## src/include/ris_consts.svh

```systemverilog
// constants for the remappable input selector: offsets, fields, resets
`ifndef RIS_CONSTS_SVH
`define RIS_CONSTS_SVH

// register byte offsets
`define RIS_OFF_TMR32 8'h00
`define RIS_OFF_TMR54 8'h04
`define RIS_OFF_CAP21 8'h08
`define RIS_OFF_CAP43 8'h0C
`define RIS_OFF_CAP65 8'h10
`define RIS_OFF_CAP87 8'h14
`define RIS_OFF_FAULT 8'h18
`define RIS_OFF_CAP9 8'h1C
`define RIS_OFF_SER3 8'h20
`define RIS_OFF_LOCK 8'h24

// field layout
`define RIS_SEL_W 6
`define RIS_HI_LSB 8
`define RIS_LO_LSB 0
`define RIS_LOCK_BIT 6
`define RIS_SEL_RESET 6'h3F

// sizes: selector slots (two per register) and pins present
`define RIS_NSEL 18
`define RIS_PIN_COUNT 48

// bus responses
`define RIS_RESP_OKAY 2'h0
`define RIS_RESP_SLVERR 2'h2

`endif

```

## src/include/ris_pkg.sv

```systemverilog
// types of the remappable input selector
package ris_pkg;
`include "ris_consts.svh"

    typedef logic [`RIS_SEL_W-1:0] ris_sel_t;

    // whole state of the block, registered as one word
    typedef struct packed {
        logic [`RIS_PIN_COUNT-1:0] s1;
        logic [`RIS_PIN_COUNT-1:0] s2;
        logic [`RIS_PIN_COUNT-1:0] s3;
        logic [`RIS_PIN_COUNT-1:0] pin;
        ris_sel_t [`RIS_NSEL-1:0] sel;
        logic lock;
        logic [`RIS_NSEL-1:0] routed;
        logic awrdy;
        logic aw_held;
        logic [7:0] awaddr;
        logic wrdy;
        logic w_held;
        logic [15:0] wdata;
        logic [1:0] wstrb;
        logic bvalid;
        logic [1:0] bresp;
        logic arrdy;
        logic rvalid;
        logic [1:0] rresp;
        logic [15:0] rdata;
    } ris_state_t;
endpackage

```

## src/rtl/ris_top.sv

```systemverilog
// remappable input selector: axi4-lite registers and pin-to-input routing
`timescale 1ns/1ns
`include "ris_consts.svh"
module ris_top
(
    input wire logic aclk,
    input wire logic aresetn,
    input wire logic ce,
    // axi4-lite slave
    input wire logic [7:0] awaddr,
    input wire logic [2:0] awprot,
    input wire logic awvalid,
    output logic awready,
    input wire logic [31:0] wdata,
    input wire logic [3:0] wstrb,
    input wire logic wvalid,
    output logic wready,
    output logic [1:0] bresp,
    output logic bvalid,
    input wire logic bready,
    input wire logic [7:0] araddr,
    input wire logic [2:0] arprot,
    input wire logic arvalid,
    output logic arready,
    output logic [31:0] rdata,
    output logic [1:0] rresp,
    output logic rvalid,
    input wire logic rready,
    // remappable pins, asynchronous to aclk
    input wire logic [`RIS_PIN_COUNT-1:0] remappable_pin,
    // routed peripheral inputs
    output logic timer2_external_clock,
    output logic timer3_external_clock,
    output logic timer4_external_clock,
    output logic timer5_external_clock,
    output logic capture_channel_1,
    output logic capture_channel_2,
    output logic capture_channel_3,
    output logic capture_channel_4,
    output logic capture_channel_5,
    output logic capture_channel_6,
    output logic capture_channel_7,
    output logic capture_channel_8,
    output logic capture_channel_9,
    output logic compare_fault_a,
    output logic compare_fault_b,
    output logic serial3_receive
);
    import ris_pkg::*;

    // reset image: selectors all ones, everything else clear
    localparam ris_state_t RST = '{sel: {`RIS_NSEL{`RIS_SEL_RESET}}, default: '0};

    ris_state_t q; // registered state
    ris_state_t d; // next state
    logic [3:0] widx; // word index of the held write address
    logic wmapped; // held write address hits a register
    logic [3:0] ridx; // word index of the read address
    logic rmapped; // read address hits a register
    logic [`RIS_PIN_COUNT-1:0] agree; // second and third sync stages equal

    // pick a settled pin; numbers past the last pin read as ground
    function automatic logic pick
    (
        input ris_sel_t s,
        input logic [`RIS_PIN_COUNT-1:0] p
    );
        logic r;
        r = 1'b0;
        if (s < `RIS_PIN_COUNT)
        begin
            r = p[s];
        end
        return r;
    endfunction

    // next-state logic for pins, routing and the bus slave
    always_comb
    begin
        d = q;
        widx = q.awaddr[5:2];
        wmapped = (q.awaddr[1:0] == 2'h0) && (q.awaddr <= `RIS_OFF_LOCK);
        ridx = araddr[5:2];
        rmapped = (araddr[1:0] == 2'h0) && (araddr <= `RIS_OFF_LOCK);
        agree = ~(q.s2 ^ q.s3);

        // three-stage synchroniser; the first stage feeds only the second
        d.s1 = remappable_pin;
        d.s2 = q.s1;
        d.s3 = q.s2;
        // a pin level counts only once stages two and three agree
        d.pin = (q.s3 & agree) | (q.pin & ~agree);

        // registered routing, one cycle behind the settled pins
        for (int k = 0; k < `RIS_NSEL; k++)
        begin
            d.routed[k] = pick(q.sel[k], q.pin);
        end

        // write address and data are taken independently
        if (awvalid && q.awrdy)
        begin
            d.aw_held = 1'b1;
            d.awaddr = awaddr;
        end
        if (wvalid && q.wrdy)
        begin
            d.w_held = 1'b1;
            d.wdata = wdata[15:0];
            d.wstrb = wstrb[1:0];
        end

        // both halves present: perform the write and answer
        if (q.aw_held && q.w_held && !q.bvalid)
        begin
            d.aw_held = 1'b0;
            d.w_held = 1'b0;
            d.bvalid = 1'b1;
            d.bresp = `RIS_RESP_OKAY;
            if (!wmapped)
            begin
                d.bresp = `RIS_RESP_SLVERR;
            end
            else if (q.awaddr == `RIS_OFF_LOCK)
            begin
                // lock itself stays writable so software can unlock
                if (q.wstrb[0])
                begin
                    d.lock = q.wdata[`RIS_LOCK_BIT];
                end
            end
            else if (!q.lock)
            begin
                // upper selector in bits 13-8 of every register
                if (q.wstrb[1])
                begin
                    d.sel[{widx, 1'b1}] = q.wdata[`RIS_HI_LSB +: `RIS_SEL_W];
                end
                // lower selector only below the single-selector registers
                if (q.wstrb[0] && (q.awaddr < `RIS_OFF_CAP9))
                begin
                    d.sel[{widx, 1'b0}] = q.wdata[`RIS_LO_LSB +: `RIS_SEL_W];
                end
            end
        end
        if (q.bvalid && bready)
        begin
            d.bvalid = 1'b0;
        end
        // a new write waits until the response has gone
        d.awrdy = !d.aw_held && !d.bvalid;
        d.wrdy = !d.w_held && !d.bvalid;

        // read: one at a time, answered the cycle after acceptance
        if (arvalid && q.arrdy)
        begin
            d.rvalid = 1'b1;
            d.rdata = 16'h0000;
            d.rresp = `RIS_RESP_OKAY;
            if (!rmapped)
            begin
                d.rresp = `RIS_RESP_SLVERR;
            end
            else if (araddr == `RIS_OFF_LOCK)
            begin
                d.rdata[`RIS_LOCK_BIT] = q.lock;
            end
            else
            begin
                d.rdata[`RIS_HI_LSB +: `RIS_SEL_W] = q.sel[{ridx, 1'b1}];
                if (araddr < `RIS_OFF_CAP9)
                begin
                    d.rdata[`RIS_LO_LSB +: `RIS_SEL_W] = q.sel[{ridx, 1'b0}];
                end
            end
        end
        if (q.rvalid && rready)
        begin
            d.rvalid = 1'b0;
        end
        d.arrdy = !d.rvalid;
    end

    // single state register; clock enable freezes everything except the synchronous reset
    always_ff @(posedge aclk)
    begin
        if (!aresetn)
        begin
            q <= RST;
        end
        else if (ce)
        begin
            q <= d;
        end
    end

    // outputs come straight from the state register
    assign awready = q.awrdy;
    assign wready = q.wrdy;
    assign bvalid = q.bvalid;
    assign bresp = q.bresp;
    assign arready = q.arrdy;
    assign rvalid = q.rvalid;
    assign rresp = q.rresp;
    assign rdata = {16'h0000, q.rdata};
    assign timer2_external_clock = q.routed[0];
    assign timer3_external_clock = q.routed[1];
    assign timer4_external_clock = q.routed[2];
    assign timer5_external_clock = q.routed[3];
    assign capture_channel_1 = q.routed[4];
    assign capture_channel_2 = q.routed[5];
    assign capture_channel_3 = q.routed[6];
    assign capture_channel_4 = q.routed[7];
    assign capture_channel_5 = q.routed[8];
    assign capture_channel_6 = q.routed[9];
    assign capture_channel_7 = q.routed[10];
    assign capture_channel_8 = q.routed[11];
    assign compare_fault_a = q.routed[12];
    assign compare_fault_b = q.routed[13];
    assign capture_channel_9 = q.routed[15];
    assign serial3_receive = q.routed[17];
    // slots 14 and 16 have no selector; prot bits carry no meaning here

    // timer2 follows the pin named by the low field of the first register
    timer_lo_route_a: assert property (@(posedge aclk) disable iff (!aresetn)
        ce && q.sel[0] < `RIS_PIN_COUNT |=> timer2_external_clock == $past(q.pin[q.sel[0]]))
        else $error("timer2 clock not routed from its selected pin");

    // timer5 follows the pin named by the high field of the second register
    timer_hi_route_a: assert property (@(posedge aclk) disable iff (!aresetn)
        ce && q.sel[3] < `RIS_PIN_COUNT |=> timer5_external_clock == $past(q.pin[q.sel[3]]))
        else $error("timer5 clock not routed from its selected pin");

    // capture 2 from the high field while its selector holds still
    capture_route_a: assert property (@(posedge aclk) disable iff (!aresetn)
        ce && $stable(q.sel[5]) && q.sel[5] < `RIS_PIN_COUNT ##1 ce && $stable(q.sel[5])
        |=> capture_channel_2 == $past(q.pin[q.sel[5]]))
        else $error("capture 2 not routed from its selected pin");

    // serial receive follows the high field of its register
    serial_route_a: assert property (@(posedge aclk) disable iff (!aresetn)
        ce && q.sel[17] < `RIS_PIN_COUNT |=> serial3_receive == $past(q.pin[q.sel[17]]))
        else $error("serial receive not routed from its selected pin");

    // every selector is all ones right after reset
    reset_ones_a: assert property (@(posedge aclk) disable iff (!aresetn)
        $past(!aresetn) |-> q.sel == {`RIS_NSEL{`RIS_SEL_RESET}} && !q.lock)
        else $error("selectors not all ones after reset");

    // unimplemented bits of a selector register read back zero
    read_zero_a: assert property (@(posedge aclk) disable iff (!aresetn)
        ce && arvalid && arready && araddr < `RIS_OFF_LOCK
        |=> rvalid && rdata[31:14] == 18'h0 && rdata[7:6] == 2'h0)
        else $error("unimplemented bits read nonzero");

    // all-ones selection grounds the fault input one edge later
    ground_sel_a: assert property (@(posedge aclk) disable iff (!aresetn)
        ce && q.sel[13] == `RIS_SEL_RESET |=> !compare_fault_b)
        else $error("all-ones selector did not ground fault B");

    // locked writes leave every selector untouched
    lock_hold_a: assert property (@(posedge aclk) disable iff (!aresetn)
        ce && q.lock && q.aw_held && q.w_held && !q.bvalid |=> q.sel == $past(q.sel))
        else $error("selector changed while locked");

    // absent pin numbers give a low capture 9 input
    absent_pin_a: assert property (@(posedge aclk) disable iff (!aresetn)
        ce && q.sel[15] >= `RIS_PIN_COUNT |=> !capture_channel_9)
        else $error("absent pin did not give a low level");

    // a write is answered one edge after both halves are held
    write_resp_a: assert property (@(posedge aclk) disable iff (!aresetn)
        ce && q.aw_held && q.w_held && !q.bvalid |=> bvalid && !awready && !wready)
        else $error("write response missing");

    // timer3 follows the pin named by the high field of the first register
    timer3_route_a: assert property (@(posedge aclk) disable iff (!aresetn)
        ce && q.sel[1] < `RIS_PIN_COUNT
        |=> timer3_external_clock == $past(q.pin[q.sel[1]]))
        else $error("timer3 clock not routed from its selected pin");

    // timer4 follows the pin named by the low field of the second register
    timer4_route_a: assert property (@(posedge aclk) disable iff (!aresetn)
        ce && q.sel[2] < `RIS_PIN_COUNT
        |=> timer4_external_clock == $past(q.pin[q.sel[2]]))
        else $error("timer4 clock not routed from its selected pin");

    // capture 1 follows the low field of the first capture register
    capture1_route_a: assert property (@(posedge aclk) disable iff (!aresetn)
        ce && q.sel[4] < `RIS_PIN_COUNT
        |=> capture_channel_1 == $past(q.pin[q.sel[4]]))
        else $error("capture 1 not routed from its selected pin");

    // capture 4 follows the high field of the second capture register
    capture4_route_a: assert property (@(posedge aclk) disable iff (!aresetn)
        ce && q.sel[7] < `RIS_PIN_COUNT
        |=> capture_channel_4 == $past(q.pin[q.sel[7]]))
        else $error("capture 4 not routed from its selected pin");

    // capture 5 follows the low field of the third capture register
    capture5_route_a: assert property (@(posedge aclk) disable iff (!aresetn)
        ce && q.sel[8] < `RIS_PIN_COUNT
        |=> capture_channel_5 == $past(q.pin[q.sel[8]]))
        else $error("capture 5 not routed from its selected pin");

    // capture 6 follows the high field of the third capture register
    capture6_route_a: assert property (@(posedge aclk) disable iff (!aresetn)
        ce && q.sel[9] < `RIS_PIN_COUNT
        |=> capture_channel_6 == $past(q.pin[q.sel[9]]))
        else $error("capture 6 not routed from its selected pin");

    // capture 7 follows the low field of the fourth capture register
    capture7_route_a: assert property (@(posedge aclk) disable iff (!aresetn)
        ce && q.sel[10] < `RIS_PIN_COUNT
        |=> capture_channel_7 == $past(q.pin[q.sel[10]]))
        else $error("capture 7 not routed from its selected pin");

    // capture 8 follows the high field of the fourth capture register
    capture8_route_a: assert property (@(posedge aclk) disable iff (!aresetn)
        ce && q.sel[11] < `RIS_PIN_COUNT
        |=> capture_channel_8 == $past(q.pin[q.sel[11]]))
        else $error("capture 8 not routed from its selected pin");

    // fault A follows the low field of the fault register
    fault_low_route_a: assert property (@(posedge aclk) disable iff (!aresetn)
        ce && q.sel[12] < `RIS_PIN_COUNT
        |=> compare_fault_a == $past(q.pin[q.sel[12]]))
        else $error("fault A not routed from its selected pin");

    // capture 9 follows the only field of its register
    capture9_route_a: assert property (@(posedge aclk) disable iff (!aresetn)
        ce && q.sel[15] < `RIS_PIN_COUNT
        |=> capture_channel_9 == $past(q.pin[q.sel[15]]))
        else $error("capture 9 not routed from its selected pin");

    // a low clock enable holds every flop, bus and routing alike
    freeze_hold_a: assert property (@(posedge aclk) disable iff (!aresetn)
        !ce
        |=> q == $past(q))
        else $error("state moved while clock enable low");

    // a read of the first register returns both of its selectors
    read_back_a: assert property (@(posedge aclk) disable iff (!aresetn)
        ce && arvalid && arready && araddr == `RIS_OFF_TMR32
        |=> rdata[15:0] == {2'b00, $past(q.sel[1]), 2'b00, $past(q.sel[0])})
        else $error("first register did not read back its selectors");

    // an unlocked full-word write to the fault register lands in both fields
    fault_write_a: assert property (@(posedge aclk) disable iff (!aresetn)
        ce && !q.lock && q.aw_held && q.w_held && !q.bvalid && q.awaddr == `RIS_OFF_FAULT
        && q.wstrb == 2'h3
        |=> q.sel[13] == $past(q.wdata[13:8]) && q.sel[12] == $past(q.wdata[5:0]))
        else $error("fault register write did not land");
endmodule

```

## config.mk

```make
export PLATFORM = sky130hd
export DESIGN_NAME = ris_top
export DESIGN_NICKNAME = d
export VERILOG_FILES = /design/src/include/ris_pkg.sv /design/src/rtl/ris_top.sv
export VERILOG_INCLUDE_DIRS = /design/src /design/src/include
export SDC_FILE = /design/constraint.sdc
export NUM_CORES = 1
export LEC_CHECK = 0
export BUFFER_PORTS_ARGS = -buffer_cell sky130_fd_sc_hd__buf_4
export CELL_PAD_IN_SITES_DETAIL_PLACEMENT = 1
export CELL_PAD_IN_SITES_GLOBAL_PLACEMENT = 2
export CORE_ASPECT_RATIO = 0.8
export CORE_UTILIZATION = 39
export CTS_CLUSTER_DIAMETER = 120
export CTS_CLUSTER_SIZE = 20
export DETAILED_ROUTE_END_ITERATION = 8
export GPL_TIMING_DRIVEN = 0
export PLACE_DENSITY_LB_ADDON = 0.1
export REMOVE_ABC_BUFFERS = 1
export SYNTH_ARGS = -nofsm -noshare
export SYNTH_HDL_FRONTEND = slang
export SYNTH_SLANG_ARGS = --single-unit
```

## constraint.sdc

```tcl
create_clock -name aclk -period 3.1 [get_ports aclk]
set_clock_uncertainty 0.15 [all_clocks]
set_input_delay 0.31 -clock aclk [delete_from_list [all_inputs] [get_ports aclk]]
set_output_delay 0.31 -clock aclk [all_outputs]
set_load 0.02 [all_outputs]
```

==> impl_metrics.prom, run 1 <==
# TYPE chip_impl_metric gauge
chip_impl_metric{name="stdcell_area",unit="µm²"} 23300
chip_impl_metric{name="setup.reg_to_reg.worst_slack",unit="ps"} 90
chip_impl_info{name="ys_top_cells_by_area",value="dfxtp_1, mux4_2, mux2i_1, nor2_1, clkbuf_1"} 1
chip_impl_info{name="criticalPathCategory",value="reg2reg"} 1
chip_impl_metric{name="power.static_leakage",unit="µW"} 0.00990
chip_impl_metric{name="number_of_rows_in_the_core_area",unit=""} 75
chip_impl_metric{name="synth.distinct_cells",unit=""} 56
chip_impl_metric{name="floorplan_core_area",unit="µm²"} 52900
chip_impl_metric{name="synth_simple_gate_area_share",unit=""} 0.152
chip_impl_info{name="crit_path_cell_trace",value="nand2b_2, o311ai_2, nor4b_4, buf_12, and3_1, mux2i_1"} 1
chip_impl_info{name="ys_dominant_reg_cell",value="dfxtp_1"} 1
chip_impl_metric{name="synth_largest_type_area_fraction",unit=""} 0.332
chip_impl_metric{name="postSynth.asyncResetShare",unit=""} 0
chip_impl_info{name="timing.critical_path.to_type",value="flop"} 1
chip_impl_metric{name="wl_per_cell",unit="µm"} 25.9
chip_impl_info{name="rr_startpoint",value="q[46]"} 1
chip_impl_metric{name="multi_input_area",unit="µm²"} 12900
chip_impl_metric{name="grt_first_pass_wirelength",unit="mm"} 112
chip_impl_metric{name="via_count_of_the_first_global_routing_pass",unit=""} 17800
chip_impl_metric{name="post_synth_fa_ha_maj_area_fraction",unit=""} 0
chip_impl_metric{name="max_clk_rate",unit="GHz"} 0.332
chip_impl_metric{name="final_net_count",unit=""} 2273
chip_impl_metric{name="port-buffer-count",unit=""} 122
chip_impl_metric{name="pin_count_of_the_biggest_net_entering_global_routing",unit=""} 155
chip_impl_info{name="slowest_stage",value="dfxtp_1"} 1
chip_impl_metric{name="antenna_found_initial",unit=""} 0
chip_impl_metric{name="mux_contribution_to_synthesized_area",unit=""} 0.343
chip_impl_metric{name="netSwitchingPower",unit="µW"} 2060
chip_impl_metric{name="area_fraction_in_compound_gates_after_synthesis",unit=""} 0.112
chip_impl_metric{name="cts_max_path_buffers",unit=""} 3
chip_impl_metric{name="global_route.overflow_total",unit=""} 0
chip_impl_metric{name="nFillCells",unit=""} 5839
chip_impl_info{name="setup_crit_start_kind",value="flop"} 1
chip_impl_metric{name="worstPathRequired",unit="ps"} 3450
chip_impl_metric{name="synth_enable_flop_cells",unit=""} 0
chip_impl_metric{name="clkTransAtPathRegs",unit="ps"} 100
chip_impl_metric{name="design.portCount",unit=""} 171
chip_impl_metric{name="flow.area_growth_from_synthesis",unit="%"} 10.2
chip_impl_metric{name="setup_viol_count_final",unit=""} 0
chip_impl_metric{name="synth_xor_area_frac",unit=""} 0
chip_impl_metric{name="drive_gt1_frac",unit=""} 0.169
chip_impl_metric{name="count_of_nets_left_with_antenna_violations_after_detail_routing",unit=""} 0
chip_impl_metric{name="finish.utilization",unit=""} 0.440
chip_impl_metric{name="cts_buffers",unit=""} 21
chip_impl_metric{name="switching_share",unit=""} 0.253
chip_impl_metric{name="post_dp_hpwl",unit="mm"} 46.4
chip_impl_metric{name="finalHoldViolCount",unit=""} 0
chip_impl_metric{name="path_max_fanout",unit=""} 21
chip_impl_metric{name="track_usage",unit=""} 0.265
chip_impl_metric{name="synthCells",unit=""} 2185
chip_impl_metric{name="cts.sinks",unit=""} 350
chip_impl_info{name="critical_path.startpoint",value="q[46]"} 1
chip_impl_metric{name="power_density",unit="nW/µm²"} 350
chip_impl_metric{name="netlist_area",unit="µm²"} 21100
chip_impl_metric{name="final_min_period_over_clock_period",unit=""} 0.971
chip_impl_metric{name="routed-via-count",unit=""} 17800
chip_impl_metric{name="max-cap-violations",unit=""} 0
chip_impl_info{name="synth_top_family_by_area",value="multiplexers"} 1
chip_impl_metric{name="arrival_time_of_the_worst_setup_path",unit="ps"} 3360
chip_impl_metric{name="final.min_clock_period",unit="ps"} 3010
chip_impl_metric{name="drt_iter0_markers",unit=""} 1391
chip_impl_metric{name="clkPwrFrac",unit=""} 0.347
chip_impl_metric{name="vias_per_cell",unit=""} 6.23
chip_impl_metric{name="dr.pass1.iters",unit=""} 5
chip_impl_info{name="grt_setup_unrepaired",value="false"} 1
chip_impl_metric{name="routabilityCongestion",unit=""} 0.826
chip_impl_metric{name="die_area",unit="µm²"} 55100
chip_impl_metric{name="rr_worst_depth",unit=""} 6
chip_impl_metric{name="die_h",unit="µm"} 210
chip_impl_metric{name="chipWidth",unit="µm"} 262
chip_impl_info{name="cts_tree",value="yes"} 1
chip_impl_metric{name="synth.avg_cell_area",unit="µm²"} 9.67
chip_impl_metric{name="cts_htree_levels",unit=""} 1
chip_impl_metric{name="pwr-share-comb",unit=""} 0.083
chip_impl_metric{name="yosys_warnings",unit=""} 0
chip_impl_info{name="ctsRootBufferMaster",value="clkbuf_16"} 1
chip_impl_info{name="yosys.area.top_type",value="dfxtp_1"} 1
chip_impl_metric{name="initial_utilization",unit=""} 0.399
chip_impl_metric{name="seq_power_share",unit=""} 0.570
chip_impl_metric{name="power_report.internal_total",unit="µW"} 6090
chip_impl_metric{name="wirelength",unit="mm"} 74.0
chip_impl_info{name="timing.hold.worst.class",value="in2reg"} 1
chip_impl_metric{name="area.sequential",unit="µm²"} 7010
chip_impl_metric{name="slew_violations",unit=""} 0
chip_impl_metric{name="synth-seq-cells",unit=""} 350
chip_impl_metric{name="slew_headroom",unit=""} 0.144
chip_impl_metric{name="clk_latency",unit="ps"} 570
chip_impl_metric{name="synth-seq-area-share",unit=""} 0.332
chip_impl_metric{name="worst_ir_drop_vdd",unit="mV"} 0.345
chip_impl_info{name="crit-reg2reg-capture",value="q[80]"} 1
chip_impl_info{name="endpoint",value="q[80]"} 1
chip_impl_metric{name="drc",unit=""} 0
chip_impl_info{name="status",value="finished, final reports clean"} 1
chip_impl_metric{name="cp_slowest_stage_delay",unit="ps"} 800
chip_impl_metric{name="slew_at_the_pin_with_the_worst_max_slew_slack",unit="ps"} 1280
chip_impl_metric{name="detailed_place.area",unit="µm²"} 21900
-- cells in the final DEF (no fill, tap or decap), types with 8 or more instances in the layout --
cell           count
dfxtp_1          350
mux2i_1          324
nor2_1           263
mux4_2           174
nand2_1          149
buf_4            127
o21ai_0          109
a21oi_1           82
dlygate4sd3_1     75
nand3_1           72
a21o_1            49
nand3b_1          42
nand4_1           37
or3_1             31
conb_1            21
clkbuf_16         21
o31ai_1           17
inv_1             16
o311a_1           16
a211o_1           14
nand2b_1          13
nor2b_1           13
o2bb2ai_1         12
a2111oi_0         10
o211ai_1          10
mux2_2             8
nor4_1             8
a21boi_0           8
-- worst min-delay path by stage --
| stage | start | to | slack [ps] | depth (start not counted) |
|---|---|---|---|---|
| finish | arvalid | rvalid | 60 | 5 |
| global route | araddr[5] | rdata[9] | 90 | 4 |
| CTS | arvalid | rvalid | 50 | 5 |
| detailed placement | q[230] | flop | 300 | 2 |
| global placement | q[243] | flop | 290 | 2 |
| floorplan | aresetn | q[100] | 230 | 1 |
-- metal layers --
metal,share of wire,track usage,vias to the layer above,wire [µm]
met3,0.080,0.0471,123,5930
met5,0,0,-,0
met2,0.45,0.424,702,33500
met1,0.44,0.369,9022,32600
met4,0.026,0.0688,0,1890
li1,-,-,7909,-
-- critical path: cells and delay by family, from the launching register on --
family,cells,cell delay [ps]
AND/OR/NAND/NOR,3,1380
flip-flops,1,800
multiplexers,1,250
AO/OA/AOI/OAI,1,200
buffers and inverters,1,180
-- power groups by stage --
stage                     logic (µW)  registers, µW  clock network, µW
final                            675           4640               2830
after detailed placement         602           4750                  0
after CTS                        678           4640               2950
after global routing             733           4650               3090
after global placement           589           4740                  0
after floorplan                  283           4730                  0
-- cell type report --
cell class	instances	share of cell area
Antenna cell	1	0.000107
Clock inverter	1	0.000483
Tap cell	693	0.0372
Multi-Input combinational cell	1557	0.555
Clock buffer	21	0.0226
Inverter	18	0.00322
Timing Repair Buffer	211	0.0810
Sequential cell	350	0.301
-- through the flow --
step	hold WS [ps]	TNS (ps)	std cells	setup WS (ps)	power [µW]
2_1_floorplan	232	-29110	1925	-750	5010
3_3_place_gp	290	-806100	2740	-4640	5330
3_5_place_dp	300	-48690	2747	-730	5350
4_1_cts	45.6	0	2850	121	8270
5_1_grt	92.6	0	2851	18.3	8480
6_report	64.5	0	2852	89.2	8150
-- timing repair --
action | 4_1_cts | 5_1_grt
endpoints found under the hold margin | 75 | 0
cloned | 0 | 0
endpoints found under the setup margin | 96 | 16
hold buffers | 75 | 0
buffers inserted | 6 | 1
gates resized for setup | 1 | 0
pin swaps | 3 | 1
-- synth_stat cells (12+ instances only) --
library cell / number
a211o_1: 14
a21o_1: 49
a21oi_1: 82
buf_1: 25
buf_2: 18
buf_4: 38
clkbuf_1: 198
dfxtp_1: 350
inv_1: 17
mux2i_1: 324
mux4_2: 174
nand2_1: 149
nand2b_1: 14
nand3_1: 72
nand3b_1: 42
nand4_1: 37
nor2_1: 264
nor2b_1: 14
o21ai_0: 109
o2bb2ai_1: 12
o311a_1: 16
o31ai_1: 17
or3_1: 31
-- logic make-up (layout without fill, tap and decap cells) --
family / count (synthesis) / after routing
muxes: 506 / 506
other: 1 / 22
AOI/OAI and AO/OA: 361 / 361
and+or+nand+nor: 669 / 669
DFF: 350 / 350
buffers and inverters: 298 / 251
Note: power is estimated with default switching activity, not from simulation.
==> inputs of run 2 (changes only) <==
--- a/config.mk
+++ b/config.mk
@@ -9,7 +9,7 @@
 export BUFFER_PORTS_ARGS = -buffer_cell sky130_fd_sc_hd__buf_4
 export CELL_PAD_IN_SITES_DETAIL_PLACEMENT = 1
 export CELL_PAD_IN_SITES_GLOBAL_PLACEMENT = 2
-export CORE_ASPECT_RATIO = 0.8
+export CORE_ASPECT_RATIO = 1.4
 export CORE_UTILIZATION = 39
 export CTS_CLUSTER_DIAMETER = 120
 export CTS_CLUSTER_SIZE = 20
==> run 2 against run 1 <==
Compared with the run above:
- die area about the same
- power fell by 0.29%
- sequential power about the same
- register-to-register slack improved by 150 ps
==> impl_metrics.prom, run 2 (synthesis gave the netlist of run 1 again) <==
# TYPE chip_impl_metric gauge
chip_impl_metric{name="clkPwrFrac",unit=""} 0.346
chip_impl_info{name="grt_setup_unrepaired",value="false"} 1
chip_impl_metric{name="initial_utilization",unit=""} 0.396
chip_impl_metric{name="worst_ir_drop_vdd",unit="mV"} 0.301
chip_impl_metric{name="final_net_count",unit=""} 2273
chip_impl_metric{name="clkTransAtPathRegs",unit="ps"} 90
chip_impl_info{name="topRoutingLayerUsed",value="met4"} 1
chip_impl_info{name="setup_crit_start_kind",value="flop"} 1
chip_impl_metric{name="die_area",unit="µm²"} 55100
chip_impl_metric{name="max-cap-violations",unit=""} 0
chip_impl_metric{name="power.static_leakage",unit="µW"} 0.00992
chip_impl_metric{name="drt_iter0_markers",unit=""} 1203
chip_impl_metric{name="power_density",unit="nW/µm²"} 347
chip_impl_metric{name="final_min_period_over_clock_period",unit=""} 0.921
chip_impl_metric{name="count_of_nets_left_with_antenna_violations_after_detail_routing",unit=""} 0
chip_impl_metric{name="stdcell_area",unit="µm²"} 23400
chip_impl_metric{name="final-instance-count-excl-fill",unit=""} 2872
chip_impl_metric{name="flow.area_growth_from_synthesis",unit="%"} 10.6
chip_impl_metric{name="worstPathRequired",unit="ps"} 3350
chip_impl_info{name="ctsRootBufferMaster",value="clkbuf_16"} 1
chip_impl_metric{name="routabilityCongestion",unit=""} 0.839
chip_impl_metric{name="setup_viol_count_final",unit=""} 0
chip_impl_metric{name="dr.pass1.iters",unit=""} 5
chip_impl_metric{name="number_of_rows_in_the_core_area",unit=""} 100
chip_impl_info{name="timing.hold.worst.class",value="in2reg"} 1
chip_impl_metric{name="vias_per_cell",unit=""} 6.17
chip_impl_info{name="status",value="finished, final reports clean"} 1
chip_impl_metric{name="design.portCount",unit=""} 171
chip_impl_metric{name="clk_latency",unit="ps"} 560
chip_impl_metric{name="wl_per_cell",unit="µm"} 25.4
chip_impl_metric{name="post_dp_hpwl",unit="mm"} 46.4
chip_impl_metric{name="pwr-share-comb",unit=""} 0.082
chip_impl_metric{name="worst_slack",unit="ps"} 244
chip_impl_metric{name="track_usage",unit=""} 0.264
chip_impl_metric{name="chipWidth",unit="µm"} 199
chip_impl_metric{name="slew_headroom",unit=""} 0.120
chip_impl_metric{name="pin_count_of_the_biggest_net_entering_global_routing",unit=""} 129
chip_impl_metric{name="cts_buffers",unit=""} 21
chip_impl_metric{name="die_h",unit="µm"} 277
chip_impl_metric{name="slew_at_the_pin_with_the_worst_max_slew_slack",unit="ps"} 1320
chip_impl_metric{name="cts_htree_levels",unit=""} 1
chip_impl_metric{name="drc",unit=""} 0
chip_impl_metric{name="dpl.cell_count",unit=""} 2769
chip_impl_info{name="most-common-layout-cells",value="dfxtp_1, mux2i_1, nor2_1"} 1
chip_impl_metric{name="n_diodes",unit=""} 0
chip_impl_metric{name="antenna_found_initial",unit=""} 0
chip_impl_info{name="timing.critical_path.to_type",value="flop"} 1
chip_impl_metric{name="switching_share",unit=""} 0.250
chip_impl_metric{name="path_max_fanout",unit=""} 18
chip_impl_metric{name="port-buffer-count",unit=""} 122
chip_impl_metric{name="pre_cts_ws",unit="ps"} -631
chip_impl_metric{name="max_clk_rate",unit="GHz"} 0.350
chip_impl_metric{name="cts.sinks",unit=""} 350
chip_impl_metric{name="cts_max_path_buffers",unit=""} 3
chip_impl_metric{name="final_hold_slack",unit="ps"} 37.7
chip_impl_info{name="layout_commonest_cell",value="dfxtp_1"} 1
chip_impl_metric{name="met3_wirelength",unit="mm"} 3.89
chip_impl_metric{name="final.min_clock_period",unit="ps"} 2860
chip_impl_metric{name="wirelength",unit="mm"} 73.0
chip_impl_info{name="criticalPathCategory",value="reg2reg"} 1
chip_impl_metric{name="grt_first_pass_wirelength",unit="mm"} 111
chip_impl_metric{name="slew_violations",unit=""} 0
chip_impl_metric{name="floorplan_core_area",unit="µm²"} 53300
chip_impl_metric{name="tns_setup",unit="ps"} 0
chip_impl_info{name="cts_tree",value="yes"} 1
chip_impl_metric{name="power_report.internal_total",unit="µW"} 6090
chip_impl_metric{name="via_count_of_the_first_global_routing_pass",unit=""} 18200
chip_impl_metric{name="detailed_place.area",unit="µm²"} 22000
chip_impl_metric{name="global_route.overflow_total",unit=""} 0
chip_impl_metric{name="finalHoldViolCount",unit=""} 0
chip_impl_metric{name="m1WireLength",unit="mm"} 29.8
chip_impl_metric{name="drive_gt1_frac",unit=""} 0.168
chip_impl_metric{name="arrival_time_of_the_worst_setup_path",unit="ps"} 3110
chip_impl_metric{name="routed-via-count",unit=""} 17700
chip_impl_metric{name="seq_power_share",unit=""} 0.571
chip_impl_metric{name="netSwitchingPower",unit="µW"} 2030
chip_impl_metric{name="dr_wl_met2",unit="mm"} 36.5
run 2: cell types whose count changed in the layout (fill, tap and decap cells not counted), sizes merged:
cell	before	now
dlygate4sd3	75	76
diode	1	0
buf	136	135
run 2: per-layer routing:
| layer | GRT usage | vias up |
|---|---|---|
| li1 | - | 7907 |
| met1 | 0.330 | 9034 |
| met2 | 0.458 | 620 |
| met3 | 0.0289 | 164 |
| met4 | 0.107 | 0 |
| met5 | 0 | - |
run 2: repair_timing:
| item | in CTS | in global routing |
|---|---|---|
| resized for setup | 1 | 0 |
| setup endpoints to repair | 95 | 15 |
| hold buffers | 76 | 0 |
| gates cloned | 0 | 0 |
| buffers inserted | 3 | 2 |
| pin swaps | 2 | 0 |
| endpoints found under the hold margin | 76 | 0 |
run 2: final cells by class:
| class | count | area [µm²] |
|---|---|---|
| Clock buffer | 21 | 526 |
| Multi-Input combinational cell | 1557 | 12900 |
| Sequential cell | 350 | 7010 |
| Fill cell | 5967 | 29900 |
| Tap cell | 714 | 893 |
| Timing Repair Buffer | 211 | 1950 |
| Inverter | 18 | 75.1 |
| Clock inverter | 1 | 11.3 |
run 2: worst paths after layout:
path,slack (ps),cells past startpoint,end,from
max,240,5,q[135],q[45]
max reg2reg,240,5,q[135],q[45]
min,40,4,bvalid,ce
min reg2reg,310,2,flop,q[261]
run 2: power groups by stage:
| stage | clock, µW | sequential (µW) | combinational, µW |
|---|---|---|---|
| 2_1_floorplan | 0 | 4730 | 283 |
| 3_3_place_gp | 0 | 4740 | 581 |
| 3_5_place_dp | 0 | 4750 | 598 |
| 4_1_cts | 2940 | 4640 | 676 |
| 5_1_grt | 3070 | 4650 | 727 |
| 6_report | 2810 | 4640 | 669 |
run 2: through the flow:
step,utilization,power (µW)
3_3_place_gp,0.409,5320
5_1_grt,0.439,8450
6_report,0.439,8120
4_1_cts,0.438,8260
2_1_floorplan,-,5010
3_5_place_dp,0.413,5350
run 2: critical path: stages, from the launching register on:
cell and delay (ps):
dfxtp_1 450, o31ai_1 550, and4_1 350, nand4_1 650
o21ai_0 410, nand3_1 120
==> inputs of run 3 (changes only) <==
==> constraint.sdc (replaced) <==
create_clock -name aclk -period 3.1 [get_ports aclk]
set_clock_uncertainty 0.15 [all_clocks]
set_input_delay 0.62 -clock aclk [delete_from_list [all_inputs] [get_ports aclk]]
set_output_delay 0.62 -clock aclk [all_outputs]
set_load 0.02 [all_outputs]
==> run 3 against run 2 <==
Compared with the run above:
- non-clock buffer count fell by 75
- die area did not move
- fmax shrank 2.0%
- utilization is 1.4 points lower
- via count is 1.4% lower
- register-to-register slack improved by 50 ps
- critical path type is now in2reg
- largest cell class unchanged
==> impl_metrics.prom, run 3 (synthesis gave the netlist of run 1 again) <==
# TYPE chip_impl_metric gauge
chip_impl_metric{name="arrival_time_of_the_worst_setup_path",unit="ps"} 3190
chip_impl_metric{name="pwr-share-comb",unit=""} 0.074
chip_impl_metric{name="track_usage",unit=""} 0.261
chip_impl_metric{name="design.portCount",unit=""} 171
chip_impl_metric{name="drive_gt1_frac",unit=""} 0.175
chip_impl_metric{name="cts_htree_levels",unit=""} 1
chip_impl_metric{name="power_density",unit="nW/µm²"} 356
chip_impl_metric{name="cts.sinks",unit=""} 350
chip_impl_metric{name="whs_path_depth",unit=""} 3
chip_impl_metric{name="port-buffer-count",unit=""} 122
chip_impl_metric{name="switching_share",unit=""} 0.251
chip_impl_info{name="grt_setup_unrepaired",value="false"} 1
chip_impl_info{name="timing.critical_path.to_type",value="flop"} 1
chip_impl_metric{name="drc",unit=""} 0
chip_impl_info{name="worst_hold_path.endpoint",value="d[279]"} 1
chip_impl_info{name="timing.hold.worst.class",value="in2reg"} 1
chip_impl_metric{name="worstPathRequired",unit="ps"} 3370
chip_impl_metric{name="dr.pass1.iters",unit=""} 5
chip_impl_metric{name="chipWidth",unit="µm"} 199
chip_impl_metric{name="initial_utilization",unit=""} 0.396
chip_impl_metric{name="worst_ir_drop_vdd",unit="mV"} 0.303
chip_impl_metric{name="grt_first_pass_wirelength",unit="mm"} 110
chip_impl_metric{name="final_net_count",unit=""} 2198
chip_impl_metric{name="power.static_leakage",unit="µW"} 0.00960
chip_impl_metric{name="cts_max_path_buffers",unit=""} 3
chip_impl_metric{name="max-cap-violations",unit=""} 0
chip_impl_metric{name="wl_per_cell",unit="µm"} 25.9
chip_impl_metric{name="wirelength",unit="mm"} 72.3
chip_impl_info{name="criticalPathCategory",value="in2reg"} 1
chip_impl_metric{name="setup.reg_to_reg.worst_slack",unit="ps"} 290
chip_impl_metric{name="path_max_fanout",unit=""} 92
chip_impl_metric{name="power",unit="µW"} 8050
chip_impl_metric{name="global_route.overflow_total",unit=""} 0
chip_impl_metric{name="pre_cts_ws",unit="ps"} -941
chip_impl_metric{name="routed-via-count",unit=""} 17500
chip_impl_metric{name="n_diodes",unit=""} 0
chip_impl_metric{name="slew_at_the_pin_with_the_worst_max_slew_slack",unit="ps"} 1330
chip_impl_metric{name="final_hold_slack",unit="ps"} 141
chip_impl_metric{name="finalHoldViolCount",unit=""} 0
chip_impl_metric{name="antenna_found_initial",unit=""} 0
chip_impl_metric{name="clk_latency",unit="ps"} 570
chip_impl_metric{name="pin_count_of_the_biggest_net_entering_global_routing",unit=""} 129
chip_impl_metric{name="count_of_nets_left_with_antenna_violations_after_detail_routing",unit=""} 0
chip_impl_metric{name="power_report.internal_total",unit="µW"} 6030
chip_impl_metric{name="rr_worst_depth",unit=""} 6
chip_impl_info{name="setup_crit_start_kind",value="input pin"} 1
chip_impl_info{name="layout_commonest_cell",value="dfxtp_1"} 1
chip_impl_metric{name="slew_violations",unit=""} 0
chip_impl_info{name="rr_startpoint",value="q[46]"} 1
chip_impl_metric{name="die_area",unit="µm²"} 55100
chip_impl_metric{name="final-instance-count-excl-fill",unit=""} 2797
chip_impl_info{name="status",value="finished, final reports clean"} 1
chip_impl_metric{name="worst_slack",unit="ps"} 185
chip_impl_metric{name="flow.area_growth_from_synthesis",unit="%"} 6.99
chip_impl_info{name="crit-reg2reg-capture",value="q[79]"} 1
chip_impl_metric{name="setup_viol_count_final",unit=""} 0
chip_impl_info{name="ctsRootBufferMaster",value="clkbuf_16"} 1
chip_impl_metric{name="cts_buffers",unit=""} 21
chip_impl_metric{name="routabilityCongestion",unit=""} 0.839
chip_impl_metric{name="clkTransAtPathRegs",unit="ps"} 100
chip_impl_metric{name="slew_headroom",unit=""} 0.108
chip_impl_metric{name="seq_power_share",unit=""} 0.577
chip_impl_metric{name="netSwitchingPower",unit="µW"} 2020
chip_impl_metric{name="via_count_of_the_first_global_routing_pass",unit=""} 17900
chip_impl_info{name="cts_tree",value="yes"} 1
chip_impl_info{name="min_from",value="remappable_pin[3]"} 1
chip_impl_metric{name="number_of_rows_in_the_core_area",unit=""} 100
chip_impl_info{name="most-common-layout-cells",value="dfxtp_1, mux2i_1, nor2_1"} 1
chip_impl_metric{name="floorplan_core_area",unit="µm²"} 53300
chip_impl_metric{name="post_dp_hpwl",unit="mm"} 46.4
chip_impl_metric{name="max_clk_rate",unit="GHz"} 0.343
chip_impl_metric{name="tns_setup",unit="ps"} 0
chip_impl_metric{name="final.min_clock_period",unit="ps"} 2920
chip_impl_metric{name="vias_per_cell",unit=""} 6.25
chip_impl_metric{name="drt_iter0_markers",unit=""} 1154
chip_impl_metric{name="die_h",unit="µm"} 277
chip_impl_metric{name="final_min_period_over_clock_period",unit=""} 0.940
chip_impl_metric{name="clkPwrFrac",unit=""} 0.350
chip_impl_metric{name="dpl.cell_count",unit=""} 2769
chip_impl_metric{name="nFillCells",unit=""} 5981
-- run 3: cell types whose count changed in the layout (fill, tap and decap cells not counted), sizes merged --
cell | previous run | this run
buf | 135 | 136
dlygate4sd3 | 76 | 0
-- run 3: worst max-delay path by stage --
stage	start	slack [ps]	to	cells past startpoint
floorplan	aresetn	-1060	capture_channel_1	4
global placement	aresetn	-4740	timer2_external_clock	5
detailed placement	ce	-940	q[79]	7
CTS	ce	210	q[135]	7
global route	aresetn	140	q[140]	6
finish	aresetn	180	q[140]	6
-- run 3: layout make-up --
| class | instances | area [µm²] | share of cell area |
|---|---|---|---|
| Sequential cell | 350 | 7010 | 0.310 |
| Multi-Input combinational cell | 1557 | 12900 | 0.571 |
| Inverter | 18 | 75.1 | 0.00332 |
| Tap cell | 714 | 893 | 0.0395 |
| Timing Repair Buffer | 136 | 1180 | 0.0522 |
| Clock buffer | 21 | 526 | 0.0232 |
| Clock inverter | 1 | 11.3 | 0.000498 |
-- run 3: critical path, cell delays in order --
cell	delay, ps
buf_4	480
inv_8	270
buf_16	340
nor2_1	1040
and4_1	340
a31oi_1	60
-- run 3: power by group through the flow --
stage	registers, µW	logic, µW	clock network [µW]
floorplan	4730	283	0
global placement	4740	581	0
detailed placement	4750	598	0
CTS	4640	599	2940
global route	4650	644	3070
finish	4640	591	2810
-- run 3: repair_timing --
item,CTS,global route
endpoints found under the setup margin,95,1
hold buffers,0,0
gates resized for setup,1,0
pin swaps,3,1
buffers inserted,5,1
-- run 3: metrics by stage --
stage,utilization,cell area [µm²]
after CTS,0.424,22600
after floorplan,-,20000
after detailed placement,0.413,22000
after global routing,0.424,22600
after global placement,0.409,21800
final,0.424,22600
-- run 3: routing by layer --
metal  wire [µm]  global-route usage  part of all wire  vias to the layer above
met1       29400               0.329              0.41                     8894
li1            -                   -                 -                     7758
met2       35900               0.451              0.50                      651
met5           0                   0                 0                        -
met4        2870               0.106             0.040                        0
met3        4170              0.0294             0.058                      167
